### src/hdl/bass_pkg.sv
package bass_pkg;

	// ****************************************************************
	// clock and timing
	// ****************************************************************
	localparam int CLK_HZ = 200_000_000;
	localparam int CYC_PER_MS = CLK_HZ / 1000;
	// swap filter: the supply or detect level must persist longer than this
	localparam int SWAP_TIME_MS = 1000;
	localparam int SWAP_CYCLES = SWAP_TIME_MS * CYC_PER_MS;
	// startup and debounce delay before the first measurement (plain default)
	localparam int DEBOUNCE_TIME_MS = 10;
	localparam int DEBOUNCE_CYCLES = DEBOUNCE_TIME_MS * CYC_PER_MS;
	localparam int CNT_W = 28;

	// ****************************************************************
	// register access
	// ****************************************************************
	localparam int ADDR_W = 6;
	localparam logic [5:0] MODE_ADDR = 6'h00;
	localparam logic [5:0] CTRL_ADDR = 6'h01;
	localparam logic [5:0] CHARGE_LVL_ADDR = 6'h13;
	localparam logic [5:0] VOLT_LVL_ADDR = 6'h14;

	// mode register fields
	localparam int MODE_ALM_EN_BIT = 3;
	localparam logic [7:0] MODE_RST = 8'h09;
	localparam logic [7:0] MODE_WMASK = 8'h7f;

	// control and status register fields
	localparam int CTRL_DRIVE_BIT = 0;
	localparam int CTRL_BATFAIL_BIT = 3;
	localparam int CTRL_PORDET_BIT = 4;
	localparam int CTRL_LOWCHG_BIT = 5;
	localparam int CTRL_LOWVOLT_BIT = 6;

	// threshold resets: 2 half-percent steps, 170 steps of eight voltage lsb
	localparam logic [7:0] CHARGE_LVL_RST = 8'h02;
	localparam logic [7:0] VOLT_LVL_RST = 8'haa;
	// charge estimate lsb is 1/512 %, threshold lsb 0.5 %: shift by 8
	localparam int CHARGE_SHIFT = 8;
	// threshold step is eight voltage lsb: shift by 3
	localparam int VOLT_SHIFT = 3;

	localparam int SOC_W = 16;
	localparam int VOLT_W = 12;

	// one measurement result from the gauge core
	typedef struct packed {
		logic [SOC_W-1:0] soc;
		logic [VOLT_W-1:0] volt;
	} bass_meas_s;

	typedef enum {
		ST_DEBOUNCE,
		ST_MEASURE,
		ST_RUN,
		ST_SWAPPED
	} bass_state_e;

endpackage : bass_pkg

### src/hdl/bass_top.sv
`timescale 1ns/10ps

module bass_top #(
	parameter int SWAP_CYCLES = bass_pkg::SWAP_CYCLES,
	parameter int DEBOUNCE_CYCLES = bass_pkg::DEBOUNCE_CYCLES
) (
	// clock and reset
	input wire logic ref_clk_i,
	input wire logic rst_i,
	// register access
	input wire logic reg_wr_i,
	input wire logic reg_rd_i,
	input wire logic [5:0] reg_addr_i,
	input wire logic [7:0] reg_wdata_i,
	output logic [7:0] reg_rdata_o,
	// gauge core measurement
	input wire bass_pkg::bass_meas_s meas_i,
	input wire logic meas_done_i,
	output logic meas_start_o,
	output logic restart_o,
	// supply lockout comparator, high while below lockout
	input wire logic uvlo_i,
	// alarm pin, open drain
	input wire logic alarm_pin_i,
	output logic alarm_pin_o,
	output logic alarm_pin_oe_o,
	// battery detect pin
	input wire logic detect_comparator_i,
	output logic detect_drive_high_o,
	output logic detect_drive_high_oe_o,
	// system reset line, open drain
	input wire logic reset_sense_i,
	output logic reset_hold_out_o,
	output logic reset_hold_out_oe_o
);

	// ****************************************************************
	// parameter checks
	// ****************************************************************
	if (SWAP_CYCLES < 1 || SWAP_CYCLES >= (1 << bass_pkg::CNT_W)) begin : g_chk_swap
		$error("swap filter count does not fit the counter");
	end
	if (DEBOUNCE_CYCLES < 1 || DEBOUNCE_CYCLES >= (1 << bass_pkg::CNT_W)) begin : g_chk_deb
		$error("debounce count does not fit the counter");
	end

	localparam logic [27:0] SWAP_LAST = 28'(SWAP_CYCLES - 1);
	localparam logic [27:0] DEB_LAST = 28'(DEBOUNCE_CYCLES - 1);

	// ****************************************************************
	// pin synchronisers
	// ****************************************************************
	logic alarm_lvl;
	logic det_high;
	logic uvlo_low;
	logic rst_lvl;

	bass_sync #(.RST_VAL(1'b1)) u_sync_alarm (
		.ref_clk_i(ref_clk_i),
		.rst_i(rst_i),
		.d_i(alarm_pin_i),
		.q_o(alarm_lvl)
	);

	bass_sync #(.RST_VAL(1'b0)) u_sync_det (
		.ref_clk_i(ref_clk_i),
		.rst_i(rst_i),
		.d_i(detect_comparator_i),
		.q_o(det_high)
	);

	bass_sync #(.RST_VAL(1'b0)) u_sync_uvlo (
		.ref_clk_i(ref_clk_i),
		.rst_i(rst_i),
		.d_i(uvlo_i),
		.q_o(uvlo_low)
	);

	bass_sync #(.RST_VAL(1'b1)) u_sync_rst (
		.ref_clk_i(ref_clk_i),
		.rst_i(rst_i),
		.d_i(reset_sense_i),
		.q_o(rst_lvl)
	);

	// ****************************************************************
	// registers
	// ****************************************************************
	logic [7:0] mode_r;
	logic drive_ctl_r;
	logic batfail_r;
	logic pordet_r;
	logic low_charge_flag_r;
	logic low_voltage_flag_r;
	logic [7:0] charge_lvl_r;
	logic [7:0] volt_lvl_r;
	logic [7:0] rdata_r;

	// address decode
	wire wr_mode = reg_wr_i && (reg_addr_i == bass_pkg::MODE_ADDR);
	wire wr_ctrl = reg_wr_i && (reg_addr_i == bass_pkg::CTRL_ADDR);
	wire wr_chg = reg_wr_i && (reg_addr_i == bass_pkg::CHARGE_LVL_ADDR);
	wire wr_volt = reg_wr_i && (reg_addr_i == bass_pkg::VOLT_LVL_ADDR);
	wire alarm_enable = mode_r[bass_pkg::MODE_ALM_EN_BIT];

	wire [7:0] ctrl_rd = {1'b0, low_voltage_flag_r, low_charge_flag_r, pordet_r, batfail_r, 2'b00, alarm_lvl};
	wire [7:0] rd_mux = (reg_addr_i == bass_pkg::MODE_ADDR) ? mode_r :
		(reg_addr_i == bass_pkg::CTRL_ADDR) ? ctrl_rd :
		(reg_addr_i == bass_pkg::CHARGE_LVL_ADDR) ? charge_lvl_r :
		(reg_addr_i == bass_pkg::VOLT_LVL_ADDR) ? volt_lvl_r : 8'h00;

	// ****************************************************************
	// alarm comparison
	// ****************************************************************
	logic meas_seen_r;
	logic chg_armed_r;
	logic volt_armed_r;
	logic alarm_oe_r;

	// thresholds scaled to the measurement lsb
	wire [16:0] chg_thr = 17'(charge_lvl_r) << bass_pkg::CHARGE_SHIFT;
	wire [10:0] volt_thr = 11'(volt_lvl_r) << bass_pkg::VOLT_SHIFT;
	wire chg_low = meas_seen_r && ({1'b0, meas_i.soc} < chg_thr);
	wire volt_low = meas_seen_r && (meas_i.volt < {1'b0, volt_thr});
	// independent trips, each gated by its own arming
	wire chg_trip = chg_low && chg_armed_r && alarm_enable && drive_ctl_r;
	wire volt_trip = volt_low && volt_armed_r && alarm_enable && drive_ctl_r;
	// re-arm only once the condition has gone
	wire chg_armed_nxt = chg_trip ? 1'b0 : (chg_low ? chg_armed_r : 1'b1);
	wire volt_armed_nxt = volt_trip ? 1'b0 : (volt_low ? volt_armed_r : 1'b1);

	// flags: set beats a same-cycle clear, write 1 is ignored
	wire chg_clr = wr_ctrl && !reg_wdata_i[bass_pkg::CTRL_LOWCHG_BIT];
	wire volt_clr = wr_ctrl && !reg_wdata_i[bass_pkg::CTRL_LOWVOLT_BIT];
	wire low_charge_nxt = chg_trip || (low_charge_flag_r && !chg_clr);
	wire low_voltage_nxt = volt_trip || (low_voltage_flag_r && !volt_clr);
	wire drive_nxt = wr_ctrl ? reg_wdata_i[bass_pkg::CTRL_DRIVE_BIT] : drive_ctl_r;
	// forced low by drive control 0
	// held low while either flag stands
	wire alarm_oe_nxt = !drive_nxt || low_charge_nxt || low_voltage_nxt;

	// ****************************************************************
	// power-up and swap sequencing
	// ****************************************************************
	bass_pkg::bass_state_e state_r;
	bass_pkg::bass_state_e state_nxt;
	logic [27:0] cnt_r;
	logic [27:0] cnt_nxt;
	logic meas_start_r;
	logic restart_r;
	logic det_drive_r;
	logic rst_hold_r;
	logic swap_evt;

	// a swap condition is either supply lockout or a high detect input
	wire swap_cond = uvlo_low || det_high;
	wire deb_done = (cnt_r == DEB_LAST);
	wire swap_done = (cnt_r == SWAP_LAST);

	// sequencer; the same counter serves debounce and swap filter
	always_comb begin
		state_nxt = state_r;
		cnt_nxt = cnt_r;
		swap_evt = 1'b0;
		case (state_r)
			bass_pkg::ST_DEBOUNCE: begin
				if (swap_cond) begin
					cnt_nxt = 28'h0000000;
				end else if (deb_done) begin
					cnt_nxt = 28'h0000000;
					state_nxt = bass_pkg::ST_MEASURE;
				end else begin
					cnt_nxt = cnt_r + 28'h0000001;
				end
			end
			bass_pkg::ST_MEASURE: begin
				if (meas_done_i) begin
					state_nxt = bass_pkg::ST_RUN;
				end
			end
			bass_pkg::ST_RUN: begin
				// lockout held over the filter time
				// detect high held over the filter time
				if (!swap_cond) begin
					cnt_nxt = 28'h0000000;
				end else if (swap_done) begin
					cnt_nxt = 28'h0000000;
					swap_evt = 1'b1;
					state_nxt = bass_pkg::ST_SWAPPED;
				end else begin
					cnt_nxt = cnt_r + 28'h0000001;
				end
			end
			bass_pkg::ST_SWAPPED: begin
				// restart as at power-up once the condition has cleared
				if (!swap_cond) begin
					state_nxt = bass_pkg::ST_DEBOUNCE;
				end
			end
			default: begin
				state_nxt = bass_pkg::ST_DEBOUNCE;
				cnt_nxt = 28'h0000000;
			end
		endcase
	end

	wire enter_meas = (state_r == bass_pkg::ST_DEBOUNCE) && (state_nxt == bass_pkg::ST_MEASURE);
	wire leave_meas = (state_r == bass_pkg::ST_MEASURE) && (state_nxt == bass_pkg::ST_RUN);
	wire restart_evt = (state_r == bass_pkg::ST_SWAPPED) && (state_nxt == bass_pkg::ST_DEBOUNCE);
	// sample the reset line on entry; hold it only if it was low
	wire rst_hold_nxt = enter_meas ? !rst_lvl : (leave_meas ? 1'b0 : rst_hold_r);
	// drive detect high for the whole first measurement
	wire det_drive_nxt = enter_meas ? 1'b1 : (leave_meas ? 1'b0 : det_drive_r);

	// state, counter and pin controls
	always_ff @(posedge ref_clk_i or posedge rst_i) begin
		if (rst_i) begin
			state_r <= bass_pkg::ST_DEBOUNCE;
			cnt_r <= 28'h0000000;
			meas_start_r <= 1'b0;
			restart_r <= 1'b0;
			det_drive_r <= 1'b0;
			rst_hold_r <= 1'b0;
		end else begin
			state_r <= state_nxt;
			cnt_r <= cnt_nxt;
			meas_start_r <= enter_meas;
			restart_r <= restart_evt;
			det_drive_r <= det_drive_nxt;
			rst_hold_r <= rst_hold_nxt;
		end
	end

	// first valid comparison only after a finished measurement
	always_ff @(posedge ref_clk_i or posedge rst_i) begin
		if (rst_i) begin
			meas_seen_r <= 1'b0;
		end else if (restart_evt) begin
			meas_seen_r <= 1'b0;
		end else if (meas_done_i) begin
			meas_seen_r <= 1'b1;
		end
	end

	// alarm arming and the open-drain enable
	always_ff @(posedge ref_clk_i or posedge rst_i) begin
		if (rst_i) begin
			chg_armed_r <= 1'b1;
			volt_armed_r <= 1'b1;
			alarm_oe_r <= 1'b0;
		end else begin
			chg_armed_r <= chg_armed_nxt;
			volt_armed_r <= volt_armed_nxt;
			alarm_oe_r <= alarm_oe_nxt;
		end
	end

	// mode and threshold registers
	always_ff @(posedge ref_clk_i or posedge rst_i) begin
		if (rst_i) begin
			// alarm enable reads 1 after reset
			mode_r <= bass_pkg::MODE_RST;
			charge_lvl_r <= bass_pkg::CHARGE_LVL_RST;
			volt_lvl_r <= bass_pkg::VOLT_LVL_RST;
		end else begin
			if (wr_mode) begin
				mode_r <= reg_wdata_i & bass_pkg::MODE_WMASK;
			end
			if (wr_chg) begin
				charge_lvl_r <= reg_wdata_i;
			end
			if (wr_volt) begin
				volt_lvl_r <= reg_wdata_i;
			end
		end
	end

	// control and status; hardware sets win over software clears
	always_ff @(posedge ref_clk_i or posedge rst_i) begin
		if (rst_i) begin
			drive_ctl_r <= 1'b1;
			batfail_r <= 1'b0;
			pordet_r <= 1'b1;
			low_charge_flag_r <= 1'b0;
			low_voltage_flag_r <= 1'b0;
		end else begin
			// drive control written, not the pin level
			drive_ctl_r <= drive_nxt;
			batfail_r <= swap_evt || (batfail_r && !(wr_ctrl && !reg_wdata_i[bass_pkg::CTRL_BATFAIL_BIT]));
			pordet_r <= wr_ctrl ? reg_wdata_i[bass_pkg::CTRL_PORDET_BIT] : pordet_r;
			low_charge_flag_r <= low_charge_nxt;
			low_voltage_flag_r <= low_voltage_nxt;
		end
	end

	// registered read data
	always_ff @(posedge ref_clk_i or posedge rst_i) begin
		if (rst_i) begin
			rdata_r <= 8'h00;
		end else if (reg_rd_i) begin
			rdata_r <= rd_mux;
		end
	end

	// ****************************************************************
	// outputs
	// ****************************************************************
	assign reg_rdata_o = rdata_r;
	assign meas_start_o = meas_start_r;
	assign restart_o = restart_r;
	// open drain: the data level is always low, only the enable moves
	assign alarm_pin_o = 1'b0;
	assign alarm_pin_oe_o = alarm_oe_r;
	// detect pin driven to the supply level
	assign detect_drive_high_o = 1'b1;
	assign detect_drive_high_oe_o = det_drive_r;
	assign reset_hold_out_o = 1'b0;
	assign reset_hold_out_oe_o = rst_hold_r;

endmodule : bass_top

### src/hdl/bass_sync.sv
`timescale 1ns/10ps

// three-stage synchroniser; the output moves only when stages two and three agree
module bass_sync #(
	parameter logic RST_VAL = 1'b0
) (
	// clock and reset
	input wire logic ref_clk_i,
	input wire logic rst_i,
	// raw level and its filtered copy
	input wire logic d_i,
	output logic q_o
);

	logic s1_r;
	logic s2_r;
	logic s3_r;
	logic q_r;

	// first stage feeds only the second, so no logic sees a metastable value
	always_ff @(posedge ref_clk_i or posedge rst_i) begin
		if (rst_i) begin
			s1_r <= RST_VAL;
			s2_r <= RST_VAL;
			s3_r <= RST_VAL;
			q_r <= RST_VAL;
		end else begin
			s1_r <= d_i;
			s2_r <= s1_r;
			s3_r <= s2_r;
			q_r <= (s2_r == s3_r) ? s3_r : q_r;
		end
	end

	assign q_o = q_r;

endmodule : bass_sync

### config.mk
export PLATFORM = sky130hd
export DESIGN_NAME = bass_top
export DESIGN_NICKNAME = d
export VERILOG_FILES = /design/src/hdl/bass_pkg.sv /design/src/hdl/bass_top.sv /design/src/hdl/bass_sync.sv
export SDC_FILE = /design/constraint.sdc
export NUM_CORES = 1
export LEC_CHECK = 0
export ABC_CLOCK_PERIOD_IN_PS = 6900
export BUFFER_PORTS_ARGS = -buffer_cell sky130_fd_sc_hd__buf_2
export CELL_PAD_IN_SITES_DETAIL_PLACEMENT = 1
export CELL_PAD_IN_SITES_GLOBAL_PLACEMENT = 2
export CORE_ASPECT_RATIO = 0.75
export CORE_MARGIN = 2
export CORE_UTILIZATION = 25
export CTS_BUF_LIST = sky130_fd_sc_hd__clkbuf_4 sky130_fd_sc_hd__clkbuf_8 sky130_fd_sc_hd__clkbuf_16
export CTS_CLUSTER_DIAMETER = 120
export DETAILED_ROUTE_END_ITERATION = 8
export PLACE_DENSITY_LB_ADDON = 0.1
export SYNTH_ARGS = -nofsm -noshare
export SYNTH_HDL_FRONTEND = slang
export SYNTH_SLANG_ARGS = --single-unit
export TNS_END_PERCENT = 100
### constraint.sdc
create_clock -name ref_clk_i -period 6.9 [get_ports ref_clk_i]
set_input_delay 1.38 -clock ref_clk_i [delete_from_list [all_inputs] [get_ports ref_clk_i]]
set_output_delay 1.38 -clock ref_clk_i [all_outputs]
set_load 0.02 [all_outputs]
# Word level (Yosys, flattened, before mapping)
# Cells that the tools add are included.
# classes
mux	29
n_addsub	1
eq_ne	18
reduce_logical	42
magnitude_cmp	2
# op_table
operator	count
$mux 32	6
$eq 32x2->1 const B	4
$pmux 32 s4	1
$mux 28	4
$logic_not 32->1	3
$pmux 28 s3	1
$eq 32x3->1 const B	2
$eq 32x1->1 const B	1
$mux 8	4
$add 28x1->28 const B	1
$eq 28x21->1 const B	1
$eq 28x28->1 const B	1
$logic_and 1x1->1	21
$lt 16x16->1	1
$mux 1	13
$eq 6x5->1 const B	2
$lt 12x11->1	1
$logic_not 1->1	8
$eq 6x1->1 const B	1
$logic_not 6->1	1
$logic_or 1x1->1	6
$eq 1x1->1	4
$ne 2x1->1 const B	2
$reduce_bool 2->1	2
$reduce_or 2->1	1
# word_totals
in_bits	51
output_inout_bits	16
register_bits	120
elab_cells	127

# Depth between registers and ports, before layout
# logic_depth
depth_word	8
depth_mapped	9
ltp_nobuf	8

# By module
# From an unflattened synthesis, not the netlist that was laid out.
# unflattened
hier_cells	470
area_unflattened_um2	5375.2
# modules_own_cells
module	seq_area_each_um2	cells_each	instances	area_each_um2
bass_top	2616.3	446	1	4904.7
bass_sync at u_sync_alarm ...	105.1	6	2	120.1
bass_sync at u_sync_det ...	100.1	6	2	115.1

# Worst setup path after synthesis
# No wires, ideal clock.
# synth_path
kind	input port to flip-flop
startpoint	in reg_addr_i[5]
endpoint	reg charge_lvl_r[0]
required_time_ns	6.775
slack_ns	3.960
setup_ns	0.125
cell_stages	5
path_buffers	0
t_arrival_ns	2.815
cell_sequence	nor2_1 nand2_1 nor3_1 nand2_1 mux2_2
# synth_via
elab_chain_len	2
# synth_lines
item	line_no	rtl
start, declared	bass_top.sv:13	input wire logic [5:0] reg_addr_i,
$eq 6x5->1	bass_top.sv:102	wire wr_chg = reg_wr_i && (reg_addr_i == bass_pkg::CHARGE_LVL_ADDR);
$logic_and 1x1->1	bass_top.sv:102	
end signal, assigned	bass_top.sv:263	charge_lvl_r <= bass_pkg::CHARGE_LVL_RST;
end signal, assigned	bass_top.sv:270	charge_lvl_r <= reg_wdata_i;
end, declared	bass_top.sv:95	logic [7:0] charge_lvl_r;
# No other way between the ends.
# A chain may end at the register's enable or synchronous reset.

# Final worst setup path
# layout_path
startpoint	in reg_addr_i[5]
endpoint	reg volt_lvl_r[2]
# layout_via
elab_chain_len	2
# layout_lines
item	line_no	rtl
$eq 6x5->1	bass_top.sv:103	wire wr_volt = reg_wr_i && (reg_addr_i == bass_pkg::VOLT_LVL_ADDR);
$logic_and 1x1->1	bass_top.sv:103	
end signal, assigned	bass_top.sv:264	volt_lvl_r <= bass_pkg::VOLT_LVL_RST;
end signal, assigned	bass_top.sv:273	volt_lvl_r <= reg_wdata_i;
end, declared	bass_top.sv:96	logic [7:0] volt_lvl_r;
# No other way between the ends.

==> out/results.tsv <==
stage	metric	value	unit
cells_and_area	non-filler cells, final	869	
synth	FF+latch count, synth	120	
clock_tree	number of CTS-inserted buffers	17	
power	PD cells	260	nW/um^2
floorplan	Die Ht	132	um
floorplan	Die Span X	174	um
setup_path	critical path arrival	3.68	ns
power	sequential fraction of design power	45.2	%
synth	Yosys cell types	58	
setup_path	CP Max Fanout	9	
cells_and_area	fillers	2365	
setup_path	WP data required	7.20	ns
cells_and_area	share of cells above drive strength 1	24.6	%
power	Clock Power Share	47.0	%
cells_and_area	# nets final	634	
setup_path	CP Launch Type	primary input	
place	GPL Wtd Cong	0.742	
cells_and_area	multi-input logic area	2330	um^2
setup_path	Crit Path Category	primary input to register	
clock_tree	clk slew on worst S/H paths	0.06	ns
timing	Slew Limit Fails	0	
floorplan	num rows	46	
place	placed cell count	837	
clock_tree	CTS Root Cell	clkbuf_16	
synth	yosys warns	0	
drt	WL final	14.1	mm
synth	number of synthesized flops with an enable pin	0	
timing	setup TNS	0	ns
timing	Tmin final	3.38	ns
cells_and_area	n_diodes	0	
timing	final period utilization	49.0	%
place	DP Area	6060	um^2
power	worst vdd ir	0.000161	V
drt	DRT antenna net count	0	
synth	Mapped Area	5420	um^2
cells_and_area	most common cell after layout, fill and taps aside	dfrtp_1	
synth	largest cells by area after synthesis	dfrtp_1 (47%), dfstp_2 (9.2%), mux2_2 (5.2%)	
min_path	Min-Delay Path Depth	0	
setup_path	CP endpoint kind	register	
power	sw power	0.000439	W
place	detailed placer's ending HPWL	9.80	mm
cells_and_area	Post-Route Utilization	31.1	%
timing	Worst Skew	0.00841	ns
synth	Mapped Avg Cell Area	11.1	um^2
timing	Slew headroom	27.8	%
synth	Async SR Flop Fraction	100	%
cells_and_area	most frequent cells in the layout	dfrtp_1 (101), buf_2 (52), nand2_1 (49), conb_1 (33), nor2_1 (28)	
drt	post-DR vias/cell	4.64	
timing	Fin. Hold Viols	0	
timing	setup violators final	0	
timing	hold slack	0.350	ns
synth	Post-Synthesis Cells	487	
drt	Initial DRC Count	120	
global_routing	initial antenna violation count	0	
clock_tree	clock sink total	120	
clock_tree	CTS resizes	0	
power	Logic pwr share	7.7	%
drt	DR WL/cell	16.3	um
synth	most common flop cell mapped by yosys	dfrtp_1	
timing	Fmax	296	MHz
clock_tree	# hold bufs at CTS	0	
floorplan	Total Die Area	22900	um^2
drt	DRC Markers	0	
floorplan	total core area	21200	um^2
floorplan	initial core utilization	25.5	%
synth	post-synthesis sequential area ratio	55.8	%
clock_tree	CTS HTree Levels	4	
drt	Pre-Repair DR Iteration Count	5	
clock_tree	CTS tree	yes	
synth	Synth area leader	dfrtp_1	
clock_tree	CTS max path bufs	2	
floorplan	I/O pins	67	
synth	post-synth top area share	46.6	%
status	status	completed	
timing	Tightest Pin Transition	1.08	ns
power	Int Power	0.00128	W
cells_and_area	Sequential Area	3030	um^2
global_routing	vias in the first global route	4385	
drt	total number of vias	4034	
min_path	HP Class	register to register	
timing	RSZ-0062 raised after global routing	false	
place	IO buf count	52	
power	P_leak	2.67	nW
global_routing	GRT overflow	0	
job	Max Cap Violations	0	
setup_path	worst r2r path cells	7	
cells_and_area	post-route cell area	6610	um^2
clock_tree	Worst-Skew Late Latency	0.42	ns
global_routing	Tot GR Track Use	13.2	%
global_routing	global-route wire length before repair	23.6	mm
cells_and_area	Layout Area Growth over Synthesis	21.8	%
global_routing	largest net degree at the start of global routing	82	
power	Net Sw Frac	25.5	%
clock_tree	post-CTS setup buffer count	0	
through the flow:
stage                     total power (W)  worst slack [ns]
after floorplan                  0.000876              2.37
after global placement           0.000922              3.09
after detailed placement         0.000928              3.07
after CTS                         0.00176              3.51
after global routing              0.00182              3.34
final                             0.00172              3.52
Yosys cell counts (all sizes together) (3+ instances only):
library cell	instances
a2111oi	6
a21o	7
a21oi	24
a221oi	5
a31oi	13
and2	5
and3	6
buf	12
clkbuf	12
dfrtp	101
dfstp	19
ha	15
inv	16
maj3	4
mux2	25
mux2i	5
nand2	49
nand2b	7
nand3	25
nand3b	3
nand4	9
nor2	29
nor3	6
nor4	13
o21a	3
o21ai	15
or3	3
or4	17
xnor2	7
layout make-up:
| class | count | area share, % |
|---|---|---|
| Multi-Input combinational cell | 358 | 35.3 |
| Sequential cell | 120 | 45.8 |
| Clock buffer | 19 | 6.76 |
| Inverter | 16 | 0.947 |
| Clock inverter | 13 | 1.51 |
| Timing Repair Buffer | 55 | 4.28 |
| Tap cell | 288 | 5.45 |
logic make-up after synthesis:
kind of cell / synth area share, %
adders and majority gates: 4.20
other: 0.138
muxes: 6.11
DFF: 55.8
AOI/OAI and AO/OA: 10.5
buffers and inverters: 3.39
xor gates and xnor gates: 1.13
and+or+nand+nor: 18.7
worst max-delay path, stage by stage:
cell and delay, ns:
buf_2 0.10, nor2_1 0.17, nand2_1 0.11, nor4b_2 0.92, nand2_1 0.56, mux2_2 0.42
routing by layer:
layer | share of wire, % | vias up | wire length, um | GRT usage, %
li1 | - | 1912 | - | -
met1 | 51 | 2058 | 7170 | 18.7
met2 | 45 | 49 | 6360 | 19.7
met3 | 2.9 | 15 | 405 | 3.21
met4 | 1.3 | 0 | 188 | 4.62
met5 | 0 | - | 0 | 0
power by group through the flow:
| stage | sequential, W | clock [W] | combinational [W] |
|---|---|---|---|
| 2_1_floorplan | 0.000789 | 0 | 0.0000873 |
| 3_3_place_gp | 0.000789 | 0 | 0.000133 |
| 3_5_place_dp | 0.000791 | 0 | 0.000136 |
| 4_1_cts | 0.000779 | 0.000842 | 0.000137 |
| 5_1_grt | 0.000785 | 0.000877 | 0.000155 |
| 6_report | 0.000779 | 0.000809 | 0.000133 |
flip-flops by register name, summed over array words and instances, names as in the netlist, 7 cells and up:
name / count
reg_rdata_o: 8
charge_lvl_r: 8
volt_lvl_r: 8
state_r: 32
cnt_r: 28
mode_r: 7
final timing paths:
path | from | to | slack (ns)
setup / recovery | reg_addr_i[5] | volt_lvl_r[2] | 3.52
min in group asynchronous | rst_i | reg_rdata_o[0] | 1.22
max in group asynchronous | rst_i | mode_r[3] | 4.51
setup reg to reg | cnt_r[0] | cnt_r[8] | 4.09
hold reg to reg | u_sync_det.s1_r | u_sync_det.s2_r | 0.35
hold / removal | u_sync_det.s1_r | u_sync_det.s2_r | 0.35
(Power assumes the default switching activity.)
